==> config.mk <==
export PLATFORM = sky130hd
export DESIGN_NAME = autoneg_ability_registers
export DESIGN_NICKNAME = d
export VERILOG_FILES = /design/src/core/autoneg_pkg.sv /design/src/core/autoneg_ability_registers.sv
export SDC_FILE = /design/constraint.sdc
export NUM_CORES = 1
export LEC_CHECK = 0
export BUFFER_PORTS_ARGS = -buffer_cell sky130_fd_sc_hd__buf_2
export CORE_ASPECT_RATIO = 1.5
export CORE_MARGIN = 2
export CORE_UTILIZATION = 40
export CTS_CLUSTER_DIAMETER = 200
export DETAILED_ROUTE_END_ITERATION = 10
export PLACE_DENSITY = 0.79
export SYNTH_ARGS = -nofsm -noshare
export SYNTH_HDL_FRONTEND = slang
export SYNTH_SLANG_ARGS = --single-unit
==> constraint.sdc <==
create_clock -name clk -period 1.35 [get_ports clk]
set_input_delay 0.0675 -clock clk [delete_from_list [all_inputs] [get_ports clk]]
set_output_delay 0.0675 -clock clk [all_outputs]
set_load 0.01 [all_outputs]
==> src/core/autoneg_pkg.sv <==
// shared constants and carriers for the auto-negotiation ability registers
package autoneg_pkg;

  // ****************************************************************
  // register indices on the management port
  // ****************************************************************
  localparam logic [4:0]  ADV_IDX     = 5'h04;
  localparam logic [4:0]  LP_IDX      = 5'h05;
  localparam logic [4:0]  EXP_IDX     = 5'h06;

  // ****************************************************************
  // field positions
  // ****************************************************************
  localparam int          NP_BIT      = 15;
  localparam int          ACK_BIT     = 14;
  localparam int          RF_BIT      = 13;
  localparam int          PAUSE_LSB   = 10;
  localparam int          T4_BIT      = 9;
  localparam int          TXFD_BIT    = 8;
  localparam int          TX_BIT      = 7;
  localparam int          TFD_BIT     = 6;
  localparam int          T_BIT       = 5;
  localparam int          SEL_LSB     = 0;
  localparam int          PDF_BIT     = 4;
  localparam int          LPNP_BIT    = 3;
  localparam int          LNP_BIT     = 2;
  localparam int          PRX_BIT     = 1;
  localparam int          LPAN_BIT    = 0;

  // ****************************************************************
  // reset values, masks and encodings
  // ****************************************************************
  localparam logic [4:0]  SEL_IEEE    = 5'h01;
  localparam logic [15:0] ADV_RST     = 16'h0081;
  localparam logic [15:0] LP_RST      = 16'h0001;
  localparam logic [15:0] ADV_WMASK   = 16'h2DFF;
  localparam logic [15:0] LP_MASK     = 16'hA7FF;
  localparam logic [1:0]  PAUSE_NONE  = 2'h0;
  localparam logic [1:0]  PAUSE_SYM   = 2'h1;
  localparam logic [1:0]  PAUSE_ASYM  = 2'h2;
  localparam logic [15:0] ZERO_WORD   = 16'h0000;

  typedef enum logic {ST_STRAP, ST_RUN} boot_t;

  // management access, one request per cycle
  typedef struct packed {
    logic        rd;
    logic        wr;
    logic [4:0]  idx;
    logic [15:0] wdata;
  } mgmt_req_t;

  // status coming from the line-side arbitration
  typedef struct packed {
    logic [15:0] lp_word;
    logic        lp_word_vld;
    logic        lp_clear;
    logic        page_rx;
    logic        pd_fault;
    logic        lp_an_able;
    logic        an_complete;
  } line_in_t;

endpackage

==> src/core/autoneg_ability_registers.sv <==
// auto-negotiation advertisement, partner ability and expansion registers
`timescale 1ns/1ps
// Notes on behaviour
// - bits 11:10 pause advertisement, reset none
// - resolved pause never both kinds at once
// - ability bits 8..5 writable, bit 7 resets high
// - bits 8,6,5 reset from sampled mode straps
// - selector 4:0 resets 00001, partner copy read-only
// - partner next-page bit 15 read-only; no local next-page
// - partner bit 14 set once code word received
// - partner bit 13 shows partner remote fault
// - partner bit 10 shows partner pause support
// - partner bit 9 shows partner T4 ability
// - partner bits 8..5 mirror partner abilities
// - expansion bit 4 latches parallel-detection fault
// - expansion bit 3 shows partner next-page ability
// - expansion bit 2 always reads zero
// - expansion bit 1 latches new page received
// - expansion bit 0 partner AN able; 15:5 zero
module autoneg_ability_registers
  import autoneg_pkg::*;
(
  input  wire logic        clk,
  input  wire logic        arst_n,
  input  wire mgmt_req_t   req,
  input  wire logic [2:0]  mode_strap,
  input  wire line_in_t    line,
  output logic [15:0]      rdata,
  output logic             rvalid,
  output logic [15:0]      adv_word,
  output logic [1:0]       pause_res
);

  // ****************************************************************
  // state
  // ****************************************************************
  boot_t       boot_q;
  logic [15:0] adv_q;
  logic [15:0] lp_q;
  logic        pdf_q;
  logic        prx_q;
  logic        lpan_q;
  logic [15:0] rdata_q;
  logic        rvalid_q;
  logic [1:0]  pause_q;
  logic [15:0] exp_word;
  logic        adv_wr;
  logic        exp_rd;

  // strap code maps straight onto {100 full, 10 full, 10 half}
  function automatic logic [2:0] strap_abil(input logic [2:0] m);
    strap_abil = m;
  endfunction

  // request decode; a read and a write may share one cycle
  assign adv_wr = req.wr && (req.idx == ADV_IDX);
  assign exp_rd = req.rd && (req.idx == EXP_IDX);

  // ****************************************************************
  // strap capture
  // ****************************************************************
  // straps are caught on the first edge after release, not by the reset
  always_ff @(posedge clk or negedge arst_n) begin
    if (!arst_n) begin
      boot_q <= ST_STRAP;
    end else begin
      case (boot_q)
        ST_STRAP: boot_q <= ST_RUN;
        ST_RUN:   boot_q <= ST_RUN;
        default:  boot_q <= ST_STRAP;
      endcase
    end
  end

  // ****************************************************************
  // local advertisement
  // ****************************************************************
  // strap load overrides a write made in the same first cycle
  always_ff @(posedge clk or negedge arst_n) begin
    if (!arst_n) begin
      adv_q <= ADV_RST;
    end else if (boot_q == ST_STRAP) begin
      {adv_q[TXFD_BIT], adv_q[TFD_BIT], adv_q[T_BIT]} <= strap_abil(mode_strap);
    end else if (adv_wr) begin
      adv_q <= req.wdata & ADV_WMASK;
    end
  end

  // ****************************************************************
  // partner ability capture
  // ****************************************************************
  // the partner's word is kept through LP_MASK, so bits 12:11 read zero; ack reflects receipt
  always_ff @(posedge clk or negedge arst_n) begin
    if (!arst_n) begin
      lp_q <= LP_RST;
    end else if (line.lp_clear) begin
      lp_q <= LP_RST;
    end else if (line.lp_word_vld) begin
      lp_q                     <= line.lp_word & LP_MASK;
      lp_q[ACK_BIT]            <= 1'b1;
    end
  end

  // ****************************************************************
  // expansion status
  // ****************************************************************
  // a read clears the latch, but a live condition wins over the clear
  always_ff @(posedge clk or negedge arst_n) begin
    if (!arst_n) begin
      pdf_q <= 1'b0;
      prx_q <= 1'b0;
    end else begin
      pdf_q <= line.pd_fault || (pdf_q && !exp_rd);
      prx_q <= line.page_rx || (prx_q && !exp_rd);
    end
  end

  // partner auto-negotiation ability is a plain level
  always_ff @(posedge clk or negedge arst_n) begin
    if (!arst_n) begin
      lpan_q <= 1'b0;
    end else begin
      lpan_q <= line.lp_an_able;
    end
  end

  // local next-page is fixed at zero, the rest reserved
  always_comb begin
    exp_word           = ZERO_WORD;
    exp_word[PDF_BIT]  = pdf_q;
    exp_word[LPNP_BIT] = lp_q[NP_BIT];
    exp_word[LNP_BIT]  = 1'b0;
    exp_word[PRX_BIT]  = prx_q;
    exp_word[LPAN_BIT] = lpan_q;
  end

  // ****************************************************************
  // management read path
  // ****************************************************************
  // indices outside this block read as zero here; another block answers them
  always_ff @(posedge clk or negedge arst_n) begin
    if (!arst_n) begin
      rdata_q  <= ZERO_WORD;
      rvalid_q <= 1'b0;
    end else begin
      rvalid_q <= req.rd;
      if (req.rd) begin
        case (req.idx)
          ADV_IDX: rdata_q <= adv_q;
          LP_IDX:  rdata_q <= lp_q;
          EXP_IDX: rdata_q <= exp_word;
          default: rdata_q <= ZERO_WORD;
        endcase
      end
    end
  end

  // ****************************************************************
  // pause resolution
  // ****************************************************************
  // partner shows one pause bit only, so symmetric is preferred
  always_ff @(posedge clk or negedge arst_n) begin
    if (!arst_n) begin
      pause_q <= PAUSE_NONE;
    end else if (!line.an_complete || !lp_q[PAUSE_LSB]) begin
      pause_q <= PAUSE_NONE;
    end else if (adv_q[PAUSE_LSB]) begin
      pause_q <= PAUSE_SYM;
    end else if (adv_q[PAUSE_LSB+1]) begin
      pause_q <= PAUSE_ASYM;
    end else begin
      pause_q <= PAUSE_NONE;
    end
  end

  // outputs are the registers themselves, no logic after them
  assign rdata     = rdata_q;
  assign rvalid    = rvalid_q;
  assign adv_word  = adv_q;
  assign pause_res = pause_q;

  // ****************************************************************
  // checks
  // ****************************************************************
  adv_write_a: assert property (
    @(posedge clk) disable iff (!arst_n)
    (boot_q == ST_RUN && adv_wr) |=> (adv_q == ($past(req.wdata) & ADV_WMASK)))
    else $error("advertisement write not stored");

  adv_reserved_a: assert property (
    @(posedge clk) disable iff (!arst_n)
    adv_wr |=> (adv_q[15:14] == 2'h0 && !adv_q[12] && !adv_q[9]))
    else $error("reserved advertisement bit set");

  strap_load_a: assert property (
    @(posedge clk) disable iff (!arst_n)
    (boot_q == ST_STRAP) |=> ({adv_q[TXFD_BIT], adv_q[TFD_BIT], adv_q[T_BIT]} == $past(mode_strap))
      ##1 (boot_q == ST_RUN))
    else $error("strap defaults not loaded");

  pause_single_a: assert property (
    @(posedge clk) disable iff (!arst_n)
    (pause_q != 2'h3) && ($past(line.an_complete) || pause_q == PAUSE_NONE))
    else $error("pause resolved to both kinds");

  ack_set_a: assert property (
    @(posedge clk) disable iff (!arst_n)
    (line.lp_word_vld && !line.lp_clear) |=> lp_q[ACK_BIT])
    else $error("code word receipt not flagged");

  lh_hold_a: assert property (
    @(posedge clk) disable iff (!arst_n)
    line.pd_fault |=> pdf_q ##1 (pdf_q || $past(exp_rd)))
    else $error("parallel fault latch lost");

  lh_clear_a: assert property (
    @(posedge clk) disable iff (!arst_n)
    (exp_rd && !line.pd_fault && !line.page_rx) |=> (!pdf_q && !prx_q))
    else $error("latched bits not cleared by read");

  page_latch_a: assert property (
    @(posedge clk) disable iff (!arst_n)
    (line.page_rx ##1 (!exp_rd && !line.page_rx)) |=> prx_q)
    else $error("page received latch dropped");

  exp_read_a: assert property (
    @(posedge clk) disable iff (!arst_n)
    exp_rd |=> (rvalid_q && !rdata_q[LNP_BIT] && rdata_q[15:5] == 11'h000))
    else $error("expansion read shows local next page");

  lp_ro_a: assert property (
    @(posedge clk) disable iff (!arst_n)
    (req.wr && req.idx == LP_IDX && !line.lp_word_vld && !line.lp_clear) |=> $stable(lp_q))
    else $error("partner register changed by write");

  // ****************************************************************
  // checks: local advertisement
  // ****************************************************************
  // what software writes to the ADV_WMASK bits is what the partner will be offered
  adv_fault_a: assert property (
    @(posedge clk) disable iff (!arst_n)
    (boot_q == ST_RUN && adv_wr) |=> (adv_q[RF_BIT] == $past(req.wdata[RF_BIT])))
    else $error("local fault flag not stored");

  pause_field_a: assert property (
    @(posedge clk) disable iff (!arst_n)
    (boot_q == ST_RUN && adv_wr) |=> (adv_q[PAUSE_LSB+1:PAUSE_LSB] == $past(req.wdata[PAUSE_LSB+1:PAUSE_LSB])))
    else $error("pause advertisement not stored");

  adv_hold_a: assert property (
    @(posedge clk) disable iff (!arst_n)
    (boot_q == ST_RUN && !adv_wr) |=> $stable(adv_q))
    else $error("advertisement changed without a write");

  adv_defaults_a: assert property (
    @(posedge clk) disable iff (!arst_n)
    (boot_q == ST_STRAP) |=> (adv_q[TX_BIT] && !adv_q[RF_BIT] && adv_q[SEL_LSB+4:SEL_LSB] == SEL_IEEE
      && adv_q[PAUSE_LSB+1:PAUSE_LSB] == PAUSE_NONE))
    else $error("fixed advertisement defaults lost");

  reserved_zero_a: assert property (
    @(posedge clk) disable iff (!arst_n)
    (adv_q & ~ADV_WMASK) == ZERO_WORD)
    else $error("reserved advertisement bit seen");

  // ****************************************************************
  // checks: partner register
  // ****************************************************************
  // each partner field is kept as the partner sent it, except bits 12:11, which read zero, and ack bit 14
  lp_np_a: assert property (
    @(posedge clk) disable iff (!arst_n)
    (line.lp_word_vld && !line.lp_clear) |=> (lp_q[NP_BIT] == $past(line.lp_word[NP_BIT])
      && lp_q[T4_BIT] == $past(line.lp_word[T4_BIT])))
    else $error("partner next page or T4 not captured");

  lp_fault_a: assert property (
    @(posedge clk) disable iff (!arst_n)
    (line.lp_word_vld && !line.lp_clear) |=> (lp_q[RF_BIT] == $past(line.lp_word[RF_BIT])))
    else $error("partner fault not captured");

  lp_pause_a: assert property (
    @(posedge clk) disable iff (!arst_n)
    (line.lp_word_vld && !line.lp_clear) |=> (lp_q[PAUSE_LSB] == $past(line.lp_word[PAUSE_LSB])
      && lp_q[PAUSE_LSB+2:PAUSE_LSB+1] == 2'h0))
    else $error("partner pause flag not captured");

  lp_abil_a: assert property (
    @(posedge clk) disable iff (!arst_n)
    (line.lp_word_vld && !line.lp_clear) |=> (lp_q[TXFD_BIT:T_BIT] == $past(line.lp_word[TXFD_BIT:T_BIT])))
    else $error("partner abilities not captured");

  lp_clear_a: assert property (
    @(posedge clk) disable iff (!arst_n)
    line.lp_clear |=> (lp_q == LP_RST))
    else $error("partner register not cleared");

  lp_idle_a: assert property (
    @(posedge clk) disable iff (!arst_n)
    (!line.lp_word_vld && !line.lp_clear) |=> $stable(lp_q))
    else $error("partner register changed with no capture");

  // ****************************************************************
  // checks: expansion and read path
  // ****************************************************************
  // a fault or page arriving in the reading cycle must survive the read
  pdf_set_a: assert property (
    @(posedge clk) disable iff (!arst_n)
    (line.pd_fault && exp_rd) |=> pdf_q)
    else $error("parallel fault lost to a read");

  prx_set_a: assert property (
    @(posedge clk) disable iff (!arst_n)
    (line.page_rx && exp_rd) |=> prx_q)
    else $error("page received lost to a read");

  lpnp_read_a: assert property (
    @(posedge clk) disable iff (!arst_n)
    exp_rd |=> (rdata_q[LPNP_BIT] == $past(lp_q[NP_BIT])))
    else $error("partner next page ability misreported");

  lpan_level_a: assert property (
    @(posedge clk) disable iff (!arst_n)
    1'b1 |=> (lpan_q == $past(line.lp_an_able)))
    else $error("partner negotiation ability not followed");

  adv_read_a: assert property (
    @(posedge clk) disable iff (!arst_n)
    (req.rd && req.idx == ADV_IDX) |=> (rvalid_q && rdata_q == $past(adv_q)))
    else $error("advertisement read wrong");

  lp_read_a: assert property (
    @(posedge clk) disable iff (!arst_n)
    (req.rd && req.idx == LP_IDX) |=> (rvalid_q && rdata_q == $past(lp_q)))
    else $error("partner read wrong");

  // ****************************************************************
  // checks: pause resolution
  // ****************************************************************
  // once negotiation completes, symmetric wins whenever both sides offer it
  pause_sym_a: assert property (
    @(posedge clk) disable iff (!arst_n)
    (line.an_complete && lp_q[PAUSE_LSB] && adv_q[PAUSE_LSB]) |=> (pause_q == PAUSE_SYM))
    else $error("symmetric pause not chosen");

  pause_asym_a: assert property (
    @(posedge clk) disable iff (!arst_n)
    (line.an_complete && lp_q[PAUSE_LSB] && !adv_q[PAUSE_LSB] && adv_q[PAUSE_LSB+1]) |=> (pause_q == PAUSE_ASYM))
    else $error("asymmetric pause not chosen");

endmodule

==> report_table.html, run 1 <==
<table>
<tr><th>Metric</th><th>Value</th></tr>
<tr><th colspan="2">Clock tree</th></tr>
<tr><td>Clock-pin slew on the worst setup and hold paths</td><td>0.09 ns</td></tr>
<tr><td>Sink count of the clock tree</td><td>48</td></tr>
<tr><td>TritonCTS clock tree</td><td>built</td></tr>
<tr><td>Post-CTS sizing</td><td>0</td></tr>
<tr><td>CTS HTree Levels</td><td>2</td></tr>
<tr><td>Clk Latency, worst-skew pair</td><td>0.30 ns</td></tr>
<tr><td>Clock root buffer</td><td>clkbuf_8</td></tr>
<tr><td>Clock buffer count from CTS</td><td>5</td></tr>
<tr><td>Number of buffers between clock root and the deepest sink</td><td>2</td></tr>
<tr><th colspan="2">Critical path</th></tr>
<tr><td>Element type at the critical path end</td><td>register</td></tr>
<tr><td>Worst endpoint data arrival time</td><td>1.40 ns</td></tr>
<tr><td>Crit-path cells</td><td>nand4_4 &gt; mux2_2</td></tr>
<tr><td>Cell with the largest stage delay on the worst path</td><td>dfrtp_1</td></tr>
<tr><td>Worst endpoint required time</td><td>1.53 ns</td></tr>
<tr><td>Largest fanout of any net on the critical path</td><td>9</td></tr>
<tr><td>Delay of the slowest cell on the worst path</td><td>0.49 ns</td></tr>
<tr><td>Sort of element at the start of the critical path</td><td>register</td></tr>
<tr><td>Type of the setup path with the least slack</td><td>register to register</td></tr>
<tr><th colspan="2">STA</th></tr>
<tr><td>Number of hold-slack violations in the final timing report</td><td>0</td></tr>
<tr><td>Final Setup Violations</td><td>0</td></tr>
<tr><td>Count of pins over their slew limit</td><td>0</td></tr>
<tr><td>Unrepaired setup endpoints after global routing</td><td>no</td></tr>
<tr><td>Highest Clock Rate</td><td>824 MHz</td></tr>
<tr><td>Post-route setup TNS</td><td>0 ns</td></tr>
<tr><td>Shortest clock period the worst path allows after layout</td><td>1.21 ns</td></tr>
<tr><td>Post-Route Skew</td><td>0.00472 ns</td></tr>
<tr><td>Period utilisation layout</td><td>89.9%</td></tr>
<tr><th colspan="2">Cells and area</th></tr>
<tr><td>Count of placed standard cells in the final layout, fillers left out</td><td>347</td></tr>
<tr><td>Utilization after layout</td><td>55.0%</td></tr>
<tr><td>Share of post-route cells with drive strength above 1</td><td>43.0%</td></tr>
<tr><td>Syn-to-layout area delta</td><td>32.1%</td></tr>
<tr><td>Antenna cells</td><td>0</td></tr>
<tr><td>Most frequent standard cell in the layout excluding fill and tap cells</td><td>buf_2</td></tr>
<tr><td>Design Area, Final</td><td>0.00286 mm²</td></tr>
<tr><td>Commonest cells after routing, fill and taps aside</td><td>buf_2, dfrtp_1, mux2_2</td></tr>
<tr><td>Net total in the final layout</td><td>328</td></tr>
<tr><th colspan="2">Placed design</th></tr>
<tr><td>Cell Count Post-Placement</td><td>326</td></tr>
<tr><td># port buffers</td><td>72</td></tr>
<tr><td>Area after DPL</td><td>0.00264 mm²</td></tr>
<tr><td>DPL Wire Length</td><td>3.55 mm</td></tr>
<tr><td>Routability-driven placement congestion ratio</td><td>0.812</td></tr>
<tr><th colspan="2">Floorplan</th></tr>
<tr><td>Core ar.</td><td>0.00520 mm²</td></tr>
<tr><td>Initial Util</td><td>41.7%</td></tr>
<tr><td>Floorplan row count</td><td>32</td></tr>
<tr><td>Die area</td><td>0.00604 mm²</td></tr>
<tr><td>Vertical die dimension</td><td>94.2 µm</td></tr>
<tr><td>Horiz. Die Dim</td><td>64.1 µm</td></tr>
<tr><td>Number of placed I/O pins</td><td>85</td></tr>
<tr><th colspan="2">Detailed routing</th></tr>
<tr><td>Remaining DRCs</td><td>0</td></tr>
<tr><td>Vias per Instance</td><td>4.86</td></tr>
<tr><td>DRC marker count from the first detailed-route iteration</td><td>63</td></tr>
<tr><td>Iteration count of the initial detailed-routing pass</td><td>4</td></tr>
<tr><td>Routed wire length</td><td>4.93 mm</td></tr>
<tr><td>Via total after detailed routing</td><td>1686</td></tr>
<tr><td>Post-DRT Antenna Nets</td><td>0</td></tr>
<tr><td>Routed WL per cell</td><td>14.2 µm</td></tr>
<tr><th colspan="2">GRT</th></tr>
<tr><td>Global Route met1 Usage</td><td>21.3%</td></tr>
<tr><td>Global-route wire length before repair</td><td>8.30 mm</td></tr>
<tr><td>GR peak layer</td><td>met2</td></tr>
<tr><td>Global-route total usage across every layer</td><td>18.0%</td></tr>
<tr><td>Pin count of the biggest net entering global routing</td><td>49</td></tr>
<tr><td>Met2 Usage GRT</td><td>31.9%</td></tr>
<tr><td>Met3 global-route usage</td><td>3.36%</td></tr>
<tr><td>Vias in the first global route</td><td>1805</td></tr>
<tr><td>Initial antenna violation count</td><td>0</td></tr>
<tr><td>Grt ovf</td><td>0</td></tr>
<tr><th colspan="2">Power</th></tr>
<tr><td>Pleak</td><td>0.00142 µW</td></tr>
<tr><td>Max VDD drop</td><td>0.621 mV</td></tr>
<tr><td>Pwr dens</td><td>1020 mW/mm²</td></tr>
<tr><th colspan="2">Synth</th></tr>
<tr><td>Register bit count reported by yosys</td><td>48</td></tr>
<tr><td>Share of synthesized area occupied by flip-flops and latches</td><td>55.6%</td></tr>
<tr><td>Average instance area after synthesis</td><td>11.6 µm²</td></tr>
<tr><td>Simple-gate share of the synthesized area</td><td>12.8%</td></tr>
<tr><td>Post-synthesis cell count</td><td>187</td></tr>
<tr><td>Post-synthesis compound-gate area fraction</td><td>8.14%</td></tr>
<tr><td>Main combinational cell family by area after synthesis</td><td>multiplexers</td></tr>
<tr><td>Parity-gate share of the synthesized area counting xor and xnor cells</td><td>0%</td></tr>
<tr><td>Number of warnings printed during yosys synthesis</td><td>0</td></tr>
<tr><td>Post-Syn Area</td><td>0.00217 mm²</td></tr>
<tr><td>Share of synthesized area spent on multiplexers</td><td>15.9%</td></tr>
<tr><td>Adder and majority cell fraction of the synthesized area</td><td>0%</td></tr>
<tr><td>Count of different cell masters after synthesis</td><td>30</td></tr>
<tr><th colspan="2">Run status</th></tr>
<tr><td>Outcome</td><td>finished clean</td></tr>
<tr><th colspan="2">Job</th></tr>
<tr><td>Max Cap Violations</td><td>0</td></tr>
<tr><th colspan="2">Worst hold path</th></tr>
<tr><td>Hold Path Class</td><td>primary input to register</td></tr>
</table>
## logic make-up after synthesis
group           after synthesis
flops                        48
other cells                   2
mux                          32
buf+inv                      31
compound gates               28
simple gates                 46
## metrics by stage
| step | power [µW] | worst slack [ns] | hold slack [ns] |
|---|---|---|---|
| floorplan | 1820 | 0.180 | -0.228 |
| global placement | 2010 | 0.153 | 0.0693 |
| detailed placement | 2030 | 0.138 | 0.0842 |
| CTS | 2960 | 0.124 | 0.00237 |
| global route | 3080 | 0.0668 | 0.00666 |
| finish | 2920 | 0.136 | 0.0107 |
## critical path, delay by kind of cell, from the launching register on
family        cells  cell delay (ns)
flops             1             0.49
mux               1             0.34
simple gates      1             0.26
## power by group
group | internal, µW | switching, µW
clock | 415 | 479
sequential | 1520 | 55.5
combinational | 229 | 215
total | 2170 | 750
## registers in the layout, summed over array words and instances, names as in the netlist
name       cells
boot_q         1
rvalid         1
pause_res      2
prx_q          1
pdf_q          1
adv_word      12
rdata         15
lp_q          14
lpan_q         1
## cell usage after synthesis
master	number	area, µm²
nand4b_1	1	8.76
nand4_4	1	21.3
or3b_2	2	17.5
clkbuf_1	5	18.8
a31oi_1	3	18.8
mux2i_1	12	120
buf_2	2	10.0
conb_1	2	7.51
buf_4	6	45.0
mux2_2	20	225
buf_6	2	22.5
nand4_1	3	18.8
dfstp_2	3	78.8
o22ai_1	7	43.8
a21o_1	2	15.0
and3_1	1	6.26
dfrtp_1	45	1130
o21ai_0	11	55.1
a32oi_1	4	35.0
and4b_1	1	10.0
nand3_1	8	40.0
buf_1	1	3.75
a211o_1	1	8.76
nor2b_1	1	6.26
nor2_1	18	67.6
inv_1	15	56.3
nor3b_4	1	18.8
nor4b_2	2	30.0
nor4bb_1	1	10.0
nand2_1	6	22.5
## path summary, 6_finish.rpt
kind / from / to / slack, ns / cells past startpoint
setup / recovery: boot_q / adv_word[2] / 0.14 / 2
hold / removal: req[0] / adv_word[0] / 0.01 / 2
min in group asynchronous: arst_n / rdata[15] / 0.28 / 3
max in group asynchronous: arst_n / adv_word[0] / 0.78 / 3
hold reg to reg: prx_q / prx_q / 0.49 / 1
setup reg to reg: boot_q / adv_word[2] / 0.14 / 2
## metal layers
layer | up-vias | wire length (µm)
met1 | 808 | 2020
li1 | 822 | -
met2 | 54 | 2640
met3 | 2 | 222
met4 | 0 | 48
met5 | - | 0
## repair_timing
action / CTS / global route
endpoints found under the hold margin: 57 / 0
setup endpoints to repair: 0 / 0
buffers inserted: 0 / 0
hold buffers: 13 / 0
## cell type report
| cell class | instances | area, µm² |
|---|---|---|
| flip-flops and latches | 48 | 1200 |
| clock inverters | 2 | 15.0 |
| multi-input cells | 112 | 822 |
| well taps | 68 | 85.1 |
| fillers | 481 | 2340 |
| inverters | 15 | 56.3 |
| clock buffers | 6 | 82.6 |
| repair buffers | 96 | 598 |
Note: power is estimated with default switching activity, not from simulation.
==> run 2, diff against run 1 <==
--- a/config.mk
+++ b/config.mk
@@ -5,13 +5,13 @@
 export SDC_FILE = /design/constraint.sdc
 export NUM_CORES = 1
 export LEC_CHECK = 0
-export BUFFER_PORTS_ARGS = -buffer_cell sky130_fd_sc_hd__buf_2
 export CORE_ASPECT_RATIO = 1.5
 export CORE_MARGIN = 2
 export CORE_UTILIZATION = 40
 export CTS_CLUSTER_DIAMETER = 200
 export DETAILED_ROUTE_END_ITERATION = 10
-export PLACE_DENSITY = 0.79
+export DONT_BUFFER_PORTS = 1
+export PLACE_DENSITY = 0.65
 export SYNTH_ARGS = -nofsm -noshare
 export SYNTH_HDL_FRONTEND = slang
 export SYNTH_SLANG_ARGS = --single-unit
==> run 2 against run 1 <==
Non-clock buffer count is 45 lower. Fmax down 6.4%. Combinational power is 20% lower.
==> report_table.html, run 2 (synthesized netlist as in run 1, its figures left out) <==
<table>
<tr><th>Metric</th><th>Value</th></tr>
<tr><th colspan="2">STA</th></tr>
<tr><td>Period utilisation layout</td><td>96.0%</td></tr>
<tr><td>Worst Tran Pin Value</td><td>0.885 ns</td></tr>
<tr><td>Post-Route Skew</td><td>0.00580 ns</td></tr>
<tr><td>Number of hold-slack violations in the final timing report</td><td>0</td></tr>
<tr><td>Count of pins over their slew limit</td><td>0</td></tr>
<tr><td>Highest Clock Rate</td><td>771 MHz</td></tr>
<tr><td>Relative slew slack</td><td>41.0%</td></tr>
<tr><td>Worst path setup slack after routing</td><td>0.0538 ns</td></tr>
<tr><td>Final Setup Violations</td><td>0</td></tr>
<tr><td>Unrepaired setup endpoints after global routing</td><td>no</td></tr>
<tr><td>Post-route setup TNS</td><td>0 ns</td></tr>
<tr><td>Worst hold slack across all endpoints</td><td>0.0399 ns</td></tr>
<tr><td>Shortest clock period the worst path allows after layout</td><td>1.30 ns</td></tr>
<tr><th colspan="2">Clock tree</th></tr>
<tr><td>CTS HTree Levels</td><td>2</td></tr>
<tr><td>Clock root buffer</td><td>clkbuf_8</td></tr>
<tr><td>Sink count of the clock tree</td><td>48</td></tr>
<tr><td>Post-CTS setup buffers</td><td>0</td></tr>
<tr><td>Number of buffers between clock root and the deepest sink</td><td>2</td></tr>
<tr><td>Clk Latency, worst-skew pair</td><td>0.29 ns</td></tr>
<tr><td>TritonCTS clock tree</td><td>built</td></tr>
<tr><td>Clock buffer count from CTS</td><td>5</td></tr>
<tr><td>Clock-pin slew on the worst setup and hold paths</td><td>0.08 ns</td></tr>
<tr><th colspan="2">Critical path</th></tr>
<tr><td>Worst reg2reg startpoint</td><td>lp_q[3]</td></tr>
<tr><td>Largest fanout of any net on the critical path</td><td>3</td></tr>
<tr><td>Crit. Startpoint</td><td>req[21]</td></tr>
<tr><td>Worst endpoint data arrival time</td><td>1.51 ns</td></tr>
<tr><td>Delay of the slowest cell on the worst path</td><td>0.60 ns</td></tr>
<tr><td>Top cell by count, worst path</td><td>dlygate4sd3_1</td></tr>
<tr><td>Cell with the largest stage delay on the worst path</td><td>dlygate4sd3_1</td></tr>
<tr><td>Sort of element at the start of the critical path</td><td>primary input</td></tr>
<tr><td>Type of the setup path with the least slack</td><td>primary input to register</td></tr>
<tr><td>Element type at the critical path end</td><td>register</td></tr>
<tr><td>Worst endpoint required time</td><td>1.57 ns</td></tr>
<tr><td>Crit-path cells</td><td>dlygate4sd3_1 &gt; nand4_1 &gt; dlygate4sd3_1 &gt; a31oi_1</td></tr>
<tr><th colspan="2">Cells and area</th></tr>
<tr><td>Share of post-route cells with drive strength above 1</td><td>17.1%</td></tr>
<tr><td>Syn-to-layout area delta</td><td>28.4%</td></tr>
<tr><td>Net total in the final layout</td><td>283</td></tr>
<tr><td>Most frequent standard cell in the layout excluding fill and tap cells</td><td>dlygate4sd3_1</td></tr>
<tr><td>Commonest cells after routing, fill and taps aside</td><td>dlygate4sd3_1, dfrtp_1, mux2_2</td></tr>
<tr><td>Antenna cells</td><td>0</td></tr>
<tr><td>Max FFs per register</td><td>15</td></tr>
<tr><th colspan="2">Power</th></tr>
<tr><td>Switching share of total power</td><td>24.6%</td></tr>
<tr><td>Part of the power in the clock network</td><td>31.0%</td></tr>
<tr><td>Pwr dens</td><td>1020 mW/mm²</td></tr>
<tr><td>Pleak</td><td>0.00120 µW</td></tr>
<tr><td>Net Sw Power</td><td>702 µW</td></tr>
<tr><td>Fraction of power consumed by sequential logic</td><td>56.6%</td></tr>
<tr><td>Max VDD drop</td><td>0.652 mV</td></tr>
<tr><td>Fraction of power consumed by combinational cells</td><td>12.5%</td></tr>
<tr><td>Internal Power</td><td>2150 µW</td></tr>
<tr><th colspan="2">Floorplan</th></tr>
<tr><td>Number of placed I/O pins</td><td>85</td></tr>
<tr><td>Floorplan row count</td><td>32</td></tr>
<tr><td>Core ar.</td><td>0.00520 mm²</td></tr>
<tr><td>Die area</td><td>0.00604 mm²</td></tr>
<tr><td>Vertical die dimension</td><td>94.2 µm</td></tr>
<tr><td>Horiz. Die Dim</td><td>64.1 µm</td></tr>
<tr><td>Initial Util</td><td>41.7%</td></tr>
<tr><th colspan="2">GRT</th></tr>
<tr><td>Vias in the first global route</td><td>1704</td></tr>
<tr><td>Initial antenna violation count</td><td>0</td></tr>
<tr><td>Pin count of the biggest net entering global routing</td><td>49</td></tr>
<tr><td>Global-route total usage across every layer</td><td>18.8%</td></tr>
<tr><td>Grt ovf</td><td>0</td></tr>
<tr><td>Global-route wire length before repair</td><td>8.56 mm</td></tr>
<tr><th colspan="2">Detailed routing</th></tr>
<tr><td>Routed WL per cell</td><td>17.8 µm</td></tr>
<tr><td>Post-DRT Antenna Nets</td><td>0</td></tr>
<tr><td>Vias per Instance</td><td>5.20</td></tr>
<tr><td>Via total after detailed routing</td><td>1569</td></tr>
<tr><td>Iteration count of the initial detailed-routing pass</td><td>4</td></tr>
<tr><td>Remaining DRCs</td><td>0</td></tr>
<tr><td>Routed wire length</td><td>5.37 mm</td></tr>
<tr><td>DRC marker count from the first detailed-route iteration</td><td>81</td></tr>
<tr><th colspan="2">Placed design</th></tr>
<tr><td>Setup WS pre-CTS</td><td>0.127 ns</td></tr>
<tr><td>DPL Wire Length</td><td>3.22 mm</td></tr>
<tr><td>Routability-driven placement congestion ratio</td><td>0.742</td></tr>
<tr><td># port buffers</td><td>0</td></tr>
<tr><th colspan="2">Worst hold path</th></tr>
<tr><td>Hold Path Class</td><td>primary input to register</td></tr>
<tr><td>Worst Min Path Start</td><td>req[19]</td></tr>
<tr><th colspan="2">Job</th></tr>
<tr><td>Max Cap Violations</td><td>0</td></tr>
<tr><th colspan="2">Run status</th></tr>
<tr><td>Outcome</td><td>finished clean</td></tr>
</table>
## run 2: cell count changes in the layout (fill, tap and decap cells not counted)
cell,delta
buf_2,-72
dlygate4sd3_1,+33
buf_4,-6
buf_12,-2
buf_16,+1
clkbuf_1,+1
clkinvlp_4,-1
dlymetal6s4s_1,+1
## run 2: per-layer routing
metal / wire length (µm) / part of all wire [%] / GRT usage (%) / vias to the layer above
met1: 2090 / 39 / 20.7 / 781
met5: 0 / 0 / 0 / -
met2: 2960 / 55 / 34.5 / 52
met4: 66 / 1.2 / 7.09 / 0
li1: - / - / - / 728
met3: 255 / 4.7 / 4.20 / 8
## run 2: area by class of cell
cell class              instances  area, µm²
clock inverters                 1       7.51
repair buffers                 51        523
multi-input cells             112        822
clock buffers                   7       86.3
fillers                       487       2420
well taps                      68       85.1
flip-flops and latches         48       1200
inverters                      15       56.3
## run 2: power by group through the flow
| stage | Combinational [µW] | Clock (µW) | Sequential [µW] |
|---|---|---|---|
| final | 355 | 883 | 1610 |
| after global routing | 388 | 967 | 1630 |
| after CTS | 354 | 925 | 1610 |
| after detailed placement | 175 | 0 | 1640 |
| after global placement | 168 | 0 | 1640 |
| after floorplan | 204 | 0 | 1620 |
## run 2: timing repair
item                       in CTS  in global routing
hold endpoints to repair       95                  0
setup endpoints to repair       0                  7
hold buffers                   48                  0
gates resized for setup         0                  1
## run 2: stage by stage
step | utilization, % | area, µm² | total power, µW | std cells
final | 53.5 | 2790 | 2850 | 302
after global routing | 53.5 | 2790 | 2980 | 302
after CTS | 53.5 | 2780 | 2890 | 302
after detailed placement | 42.1 | 2190 | 1820 | 246
after global placement | 42.1 | 2190 | 1810 | 246
after floorplan | - | 2180 | 1820 | 191
## run 2: critical path, delay by kind of cell
kind / cells / cell delay (ns)
buf+inv: 2 / 1.19
compound gates: 1 / 0.16
simple gates: 1 / 0.10
## run 2: worst paths after layout
| check | end | slack, ns | cells after the start |
|---|---|---|---|
| hold / removal | adv_word[6] | 0.04 | 3 |
| setup / recovery | adv_word[5] | 0.05 | 4 |
| hold reg to reg | lp_q[14] | 0.50 | 2 |
| setup reg to reg | lp_q[3] | 0.07 | 3 |
| min in group asynchronous | rdata[8] | 0.31 | 2 |
| max in group asynchronous | lp_q[0] | 0.76 | 2 |
==> run 3, diff against run 2 <==
--- a/config.mk
+++ b/config.mk
@@ -12,6 +12,7 @@
 export DETAILED_ROUTE_END_ITERATION = 10
 export DONT_BUFFER_PORTS = 1
 export PLACE_DENSITY = 0.65
+export REMOVE_ABC_BUFFERS = 1
 export SYNTH_ARGS = -nofsm -noshare
 export SYNTH_HDL_FRONTEND = slang
 export SYNTH_SLANG_ARGS = --single-unit
==> run 3 against run 2 <==
The flow now finishes with violations (hold timing). First-iteration DRC count is 26% lower. Sequential cell count unchanged. Worst hold slack got worse by 0.045 ns. Total power grew 0.25%. Sequential share of layout area unchanged. Critical path depth is 1 lower. Sequential power barely moved. Register-to-register slack improved by 0.02 ns. Non-clock buffer count did not move. Critical path type is now register to register.
==> report_table.html, run 3 (synthesized netlist as in run 1, its figures left out) <==
<table>
<tr><th>Metric</th><th>Value</th></tr>
<tr><th colspan="2">Placed design</th></tr>
<tr><td>DPL Wire Length</td><td>3.18 mm</td></tr>
<tr><td>Area after DPL</td><td>0.00219 mm²</td></tr>
<tr><td>Routability-driven placement congestion ratio</td><td>0.700</td></tr>
<tr><td># port buffers</td><td>0</td></tr>
<tr><td>Setup WS pre-CTS</td><td>0.221 ns</td></tr>
<tr><th colspan="2">STA</th></tr>
<tr><td>Period utilisation layout</td><td>93.1%</td></tr>
<tr><td>Worst path setup slack after routing</td><td>0.0925 ns</td></tr>
<tr><td>Worst hold slack across all endpoints</td><td>-0.00513 ns</td></tr>
<tr><td>Count of pins over their slew limit</td><td>0</td></tr>
<tr><td>Unrepaired setup endpoints after global routing</td><td>no</td></tr>
<tr><td>Highest Clock Rate</td><td>795 MHz</td></tr>
<tr><td>Relative slew slack</td><td>40.1%</td></tr>
<tr><td>Shortest clock period the worst path allows after layout</td><td>1.26 ns</td></tr>
<tr><td>Final Setup Violations</td><td>0</td></tr>
<tr><td>Worst Tran Pin Value</td><td>0.898 ns</td></tr>
<tr><td>Number of hold-slack violations in the final timing report</td><td>1</td></tr>
<tr><td>Post-Route Skew</td><td>0.00738 ns</td></tr>
<tr><td>Post-route setup TNS</td><td>0 ns</td></tr>
<tr><th colspan="2">Critical path</th></tr>
<tr><td>Kind of cell adding the most delay to the critical path</td><td>buffers and inverters</td></tr>
<tr><td>Worst reg2reg startpoint</td><td>lp_q[10]</td></tr>
<tr><td>Cell with the largest stage delay on the worst path</td><td>dlygate4sd3_1</td></tr>
<tr><td>Worst path bufs/invs</td><td>1</td></tr>
<tr><td>Worst endpoint data arrival time</td><td>1.43 ns</td></tr>
<tr><td>Largest fanout of any net on the critical path</td><td>4</td></tr>
<tr><td>Crit-path cells</td><td>mux2i_1 &gt; dlygate4sd3_1 &gt; nor2_1</td></tr>
<tr><td>Sort of element at the start of the critical path</td><td>register</td></tr>
<tr><td>R2R Path End</td><td>lp_q[10]</td></tr>
<tr><td>Type of the setup path with the least slack</td><td>register to register</td></tr>
<tr><td>Worst reg2reg setup slack</td><td>0.09 ns</td></tr>
<tr><td>Delay of the slowest cell on the worst path</td><td>0.56 ns</td></tr>
<tr><td>Worst endpoint required time</td><td>1.52 ns</td></tr>
<tr><td>Element type at the critical path end</td><td>register</td></tr>
<tr><td>Worst R2R Path Depth</td><td>3</td></tr>
<tr><th colspan="2">Cells and area</th></tr>
<tr><td>Antenna cells</td><td>0</td></tr>
<tr><td>Syn-to-layout area delta</td><td>28.4%</td></tr>
<tr><td>Utilization after layout</td><td>53.5%</td></tr>
<tr><td>Commonest cells after routing, fill and taps aside</td><td>dlygate4sd3_1, dfrtp_1, mux2_2</td></tr>
<tr><td>Number of fill cells</td><td>458</td></tr>
<tr><td>Most frequent standard cell in the layout excluding fill and tap cells</td><td>dlygate4sd3_1</td></tr>
<tr><td>Design Area, Final</td><td>0.00279 mm²</td></tr>
<tr><td>Max FFs per register</td><td>15</td></tr>
<tr><td>Net total in the final layout</td><td>283</td></tr>
<tr><td>Share of post-route cells with drive strength above 1</td><td>17.1%</td></tr>
<tr><th colspan="2">Detailed routing</th></tr>
<tr><td>Routed WL per cell</td><td>17.4 µm</td></tr>
<tr><td>Iteration count of the initial detailed-routing pass</td><td>4</td></tr>
<tr><td>Post-DRT Antenna Nets</td><td>0</td></tr>
<tr><td>Remaining DRCs</td><td>0</td></tr>
<tr><td>Via total after detailed routing</td><td>1540</td></tr>
<tr><td>Vias per Instance</td><td>5.10</td></tr>
<tr><td>Routed wire length</td><td>5.27 mm</td></tr>
<tr><td>DRC marker count from the first detailed-route iteration</td><td>60</td></tr>
<tr><th colspan="2">Clock tree</th></tr>
<tr><td>Clock-pin slew on the worst setup and hold paths</td><td>0.09 ns</td></tr>
<tr><td>Clk Latency, worst-skew pair</td><td>0.30 ns</td></tr>
<tr><td>Number of buffers between clock root and the deepest sink</td><td>2</td></tr>
<tr><td>TritonCTS clock tree</td><td>built</td></tr>
<tr><td>Clock buffer count from CTS</td><td>5</td></tr>
<tr><td>Sink count of the clock tree</td><td>48</td></tr>
<tr><td>Clock root buffer</td><td>clkbuf_8</td></tr>
<tr><td>CTS HTree Levels</td><td>2</td></tr>
<tr><td>Post-CTS setup buffers</td><td>0</td></tr>
<tr><th colspan="2">Worst hold path</th></tr>
<tr><td>Hold Path Class</td><td>primary input to register</td></tr>
<tr><td>Endpoint with the worst hold slack</td><td>rdata[3]</td></tr>
<tr><td>Worst Min Path Start</td><td>req[17]</td></tr>
<tr><td>Worst Hold Depth</td><td>2</td></tr>
<tr><th colspan="2">Floorplan</th></tr>
<tr><td>Horiz. Die Dim</td><td>64.1 µm</td></tr>
<tr><td>Initial Util</td><td>41.7%</td></tr>
<tr><td>Die area</td><td>0.00604 mm²</td></tr>
<tr><td>Number of placed I/O pins</td><td>85</td></tr>
<tr><td>Floorplan row count</td><td>32</td></tr>
<tr><td>Vertical die dimension</td><td>94.2 µm</td></tr>
<tr><td>Core ar.</td><td>0.00520 mm²</td></tr>
<tr><th colspan="2">GRT</th></tr>
<tr><td>GR peak layer</td><td>met2</td></tr>
<tr><td>Vias in the first global route</td><td>1631</td></tr>
<tr><td>Global Route met1 Usage</td><td>20.0%</td></tr>
<tr><td>Grt ovf</td><td>0</td></tr>
<tr><td>Global-route total usage across every layer</td><td>18.5%</td></tr>
<tr><td>Met3 global-route usage</td><td>3.96%</td></tr>
<tr><td>Pin count of the biggest net entering global routing</td><td>49</td></tr>
<tr><td>Initial antenna violation count</td><td>0</td></tr>
<tr><td>Global-route wire length before repair</td><td>8.31 mm</td></tr>
<tr><td>Met2 Usage GRT</td><td>34.4%</td></tr>
<tr><th colspan="2">Power</th></tr>
<tr><td>Fraction of power consumed by combinational cells</td><td>12.3%</td></tr>
<tr><td>Pleak</td><td>0.00120 µW</td></tr>
<tr><td>Internal Power</td><td>2150 µW</td></tr>
<tr><td>Pwr dens</td><td>1030 mW/mm²</td></tr>
<tr><td>Fraction of power consumed by sequential logic</td><td>56.3%</td></tr>
<tr><td>Switching share of total power</td><td>24.9%</td></tr>
<tr><td>Net Sw Power</td><td>710 µW</td></tr>
<tr><td>Part of the power in the clock network</td><td>31.4%</td></tr>
<tr><td>Max VDD drop</td><td>0.723 mV</td></tr>
<tr><th colspan="2">Run status</th></tr>
<tr><td>Outcome</td><td>complete, but fails checks</td></tr>
<tr><td>Violations in the final reports</td><td>hold timing</td></tr>
<tr><th colspan="2">Job</th></tr>
<tr><td>Max Cap Violations</td><td>0</td></tr>
</table>
[run 3: cell counts in the layout (fill, tap and decap cells not counted)]
Identical to the previous run, type by type.
[run 3: cell type report]
type                       count  area (µm²)  share of cell area (%)
sequential                    48        1200                    43.3
clock inverter                 1        7.51                   0.270
multi-input combinational    112         822                    29.5
tap                           68        85.1                    3.05
timing repair buffer          51         523                    18.8
inverter                      15        56.3                    2.02
clock buffer                   7        86.3                    3.10
[run 3: power groups by stage]
stage               combinational [µW]  clock [µW]  sequential (µW)
finish                             351         896             1610
global route                       389         969             1620
CTS                                353         928             1610
detailed placement                 177           0             1640
global placement                   170           0             1640
floorplan                          150           0             1620
[run 3: how the worst max path moves through the flow]
stage | cells after the start | from | to | slack, ns
final | 3 | lp_q[10] | lp_q[10] | 0.09
after global routing | 3 | lp_q[10] | lp_q[10] | 0.008
after CTS | 2 | req[22] | rdata[5] | 0.05
after detailed placement | 3 | req[19] | adv_word[10] | 0.22
after global placement | 3 | req[19] | adv_word[11] | 0.26
after floorplan | 3 | req[19] | rdata[14] | 0.18
[run 3: worst reg2reg max path, delay by kind of cell (launching register included)]
family	cells	cell delay [ns]
buffers and inverters	1	0.56
DFF	1	0.41
muxes	1	0.12
and+or+nand+nor	1	0.04
[run 3: repair_timing]
action / in CTS / in global routing
setup endpoints to repair: 0 / 3
resized for setup: 0 / 1
hold buffers: 48 / 0
hold endpoints to repair: 95 / 0
[run 3: stage by stage]
stage | instances | total power [µW]
after global routing | 302 | 2980
after detailed placement | 246 | 1820
after floorplan | 175 | 1770
final | 302 | 2860
after CTS | 302 | 2890
after global placement | 246 | 1810
[run 3: layer usage]
metal	vias to the layer above	share of wire [%]
li1	736	-
met1	742	38
met2	54	55
met3	8	4.9
met4	0	2.1
met5	-	0
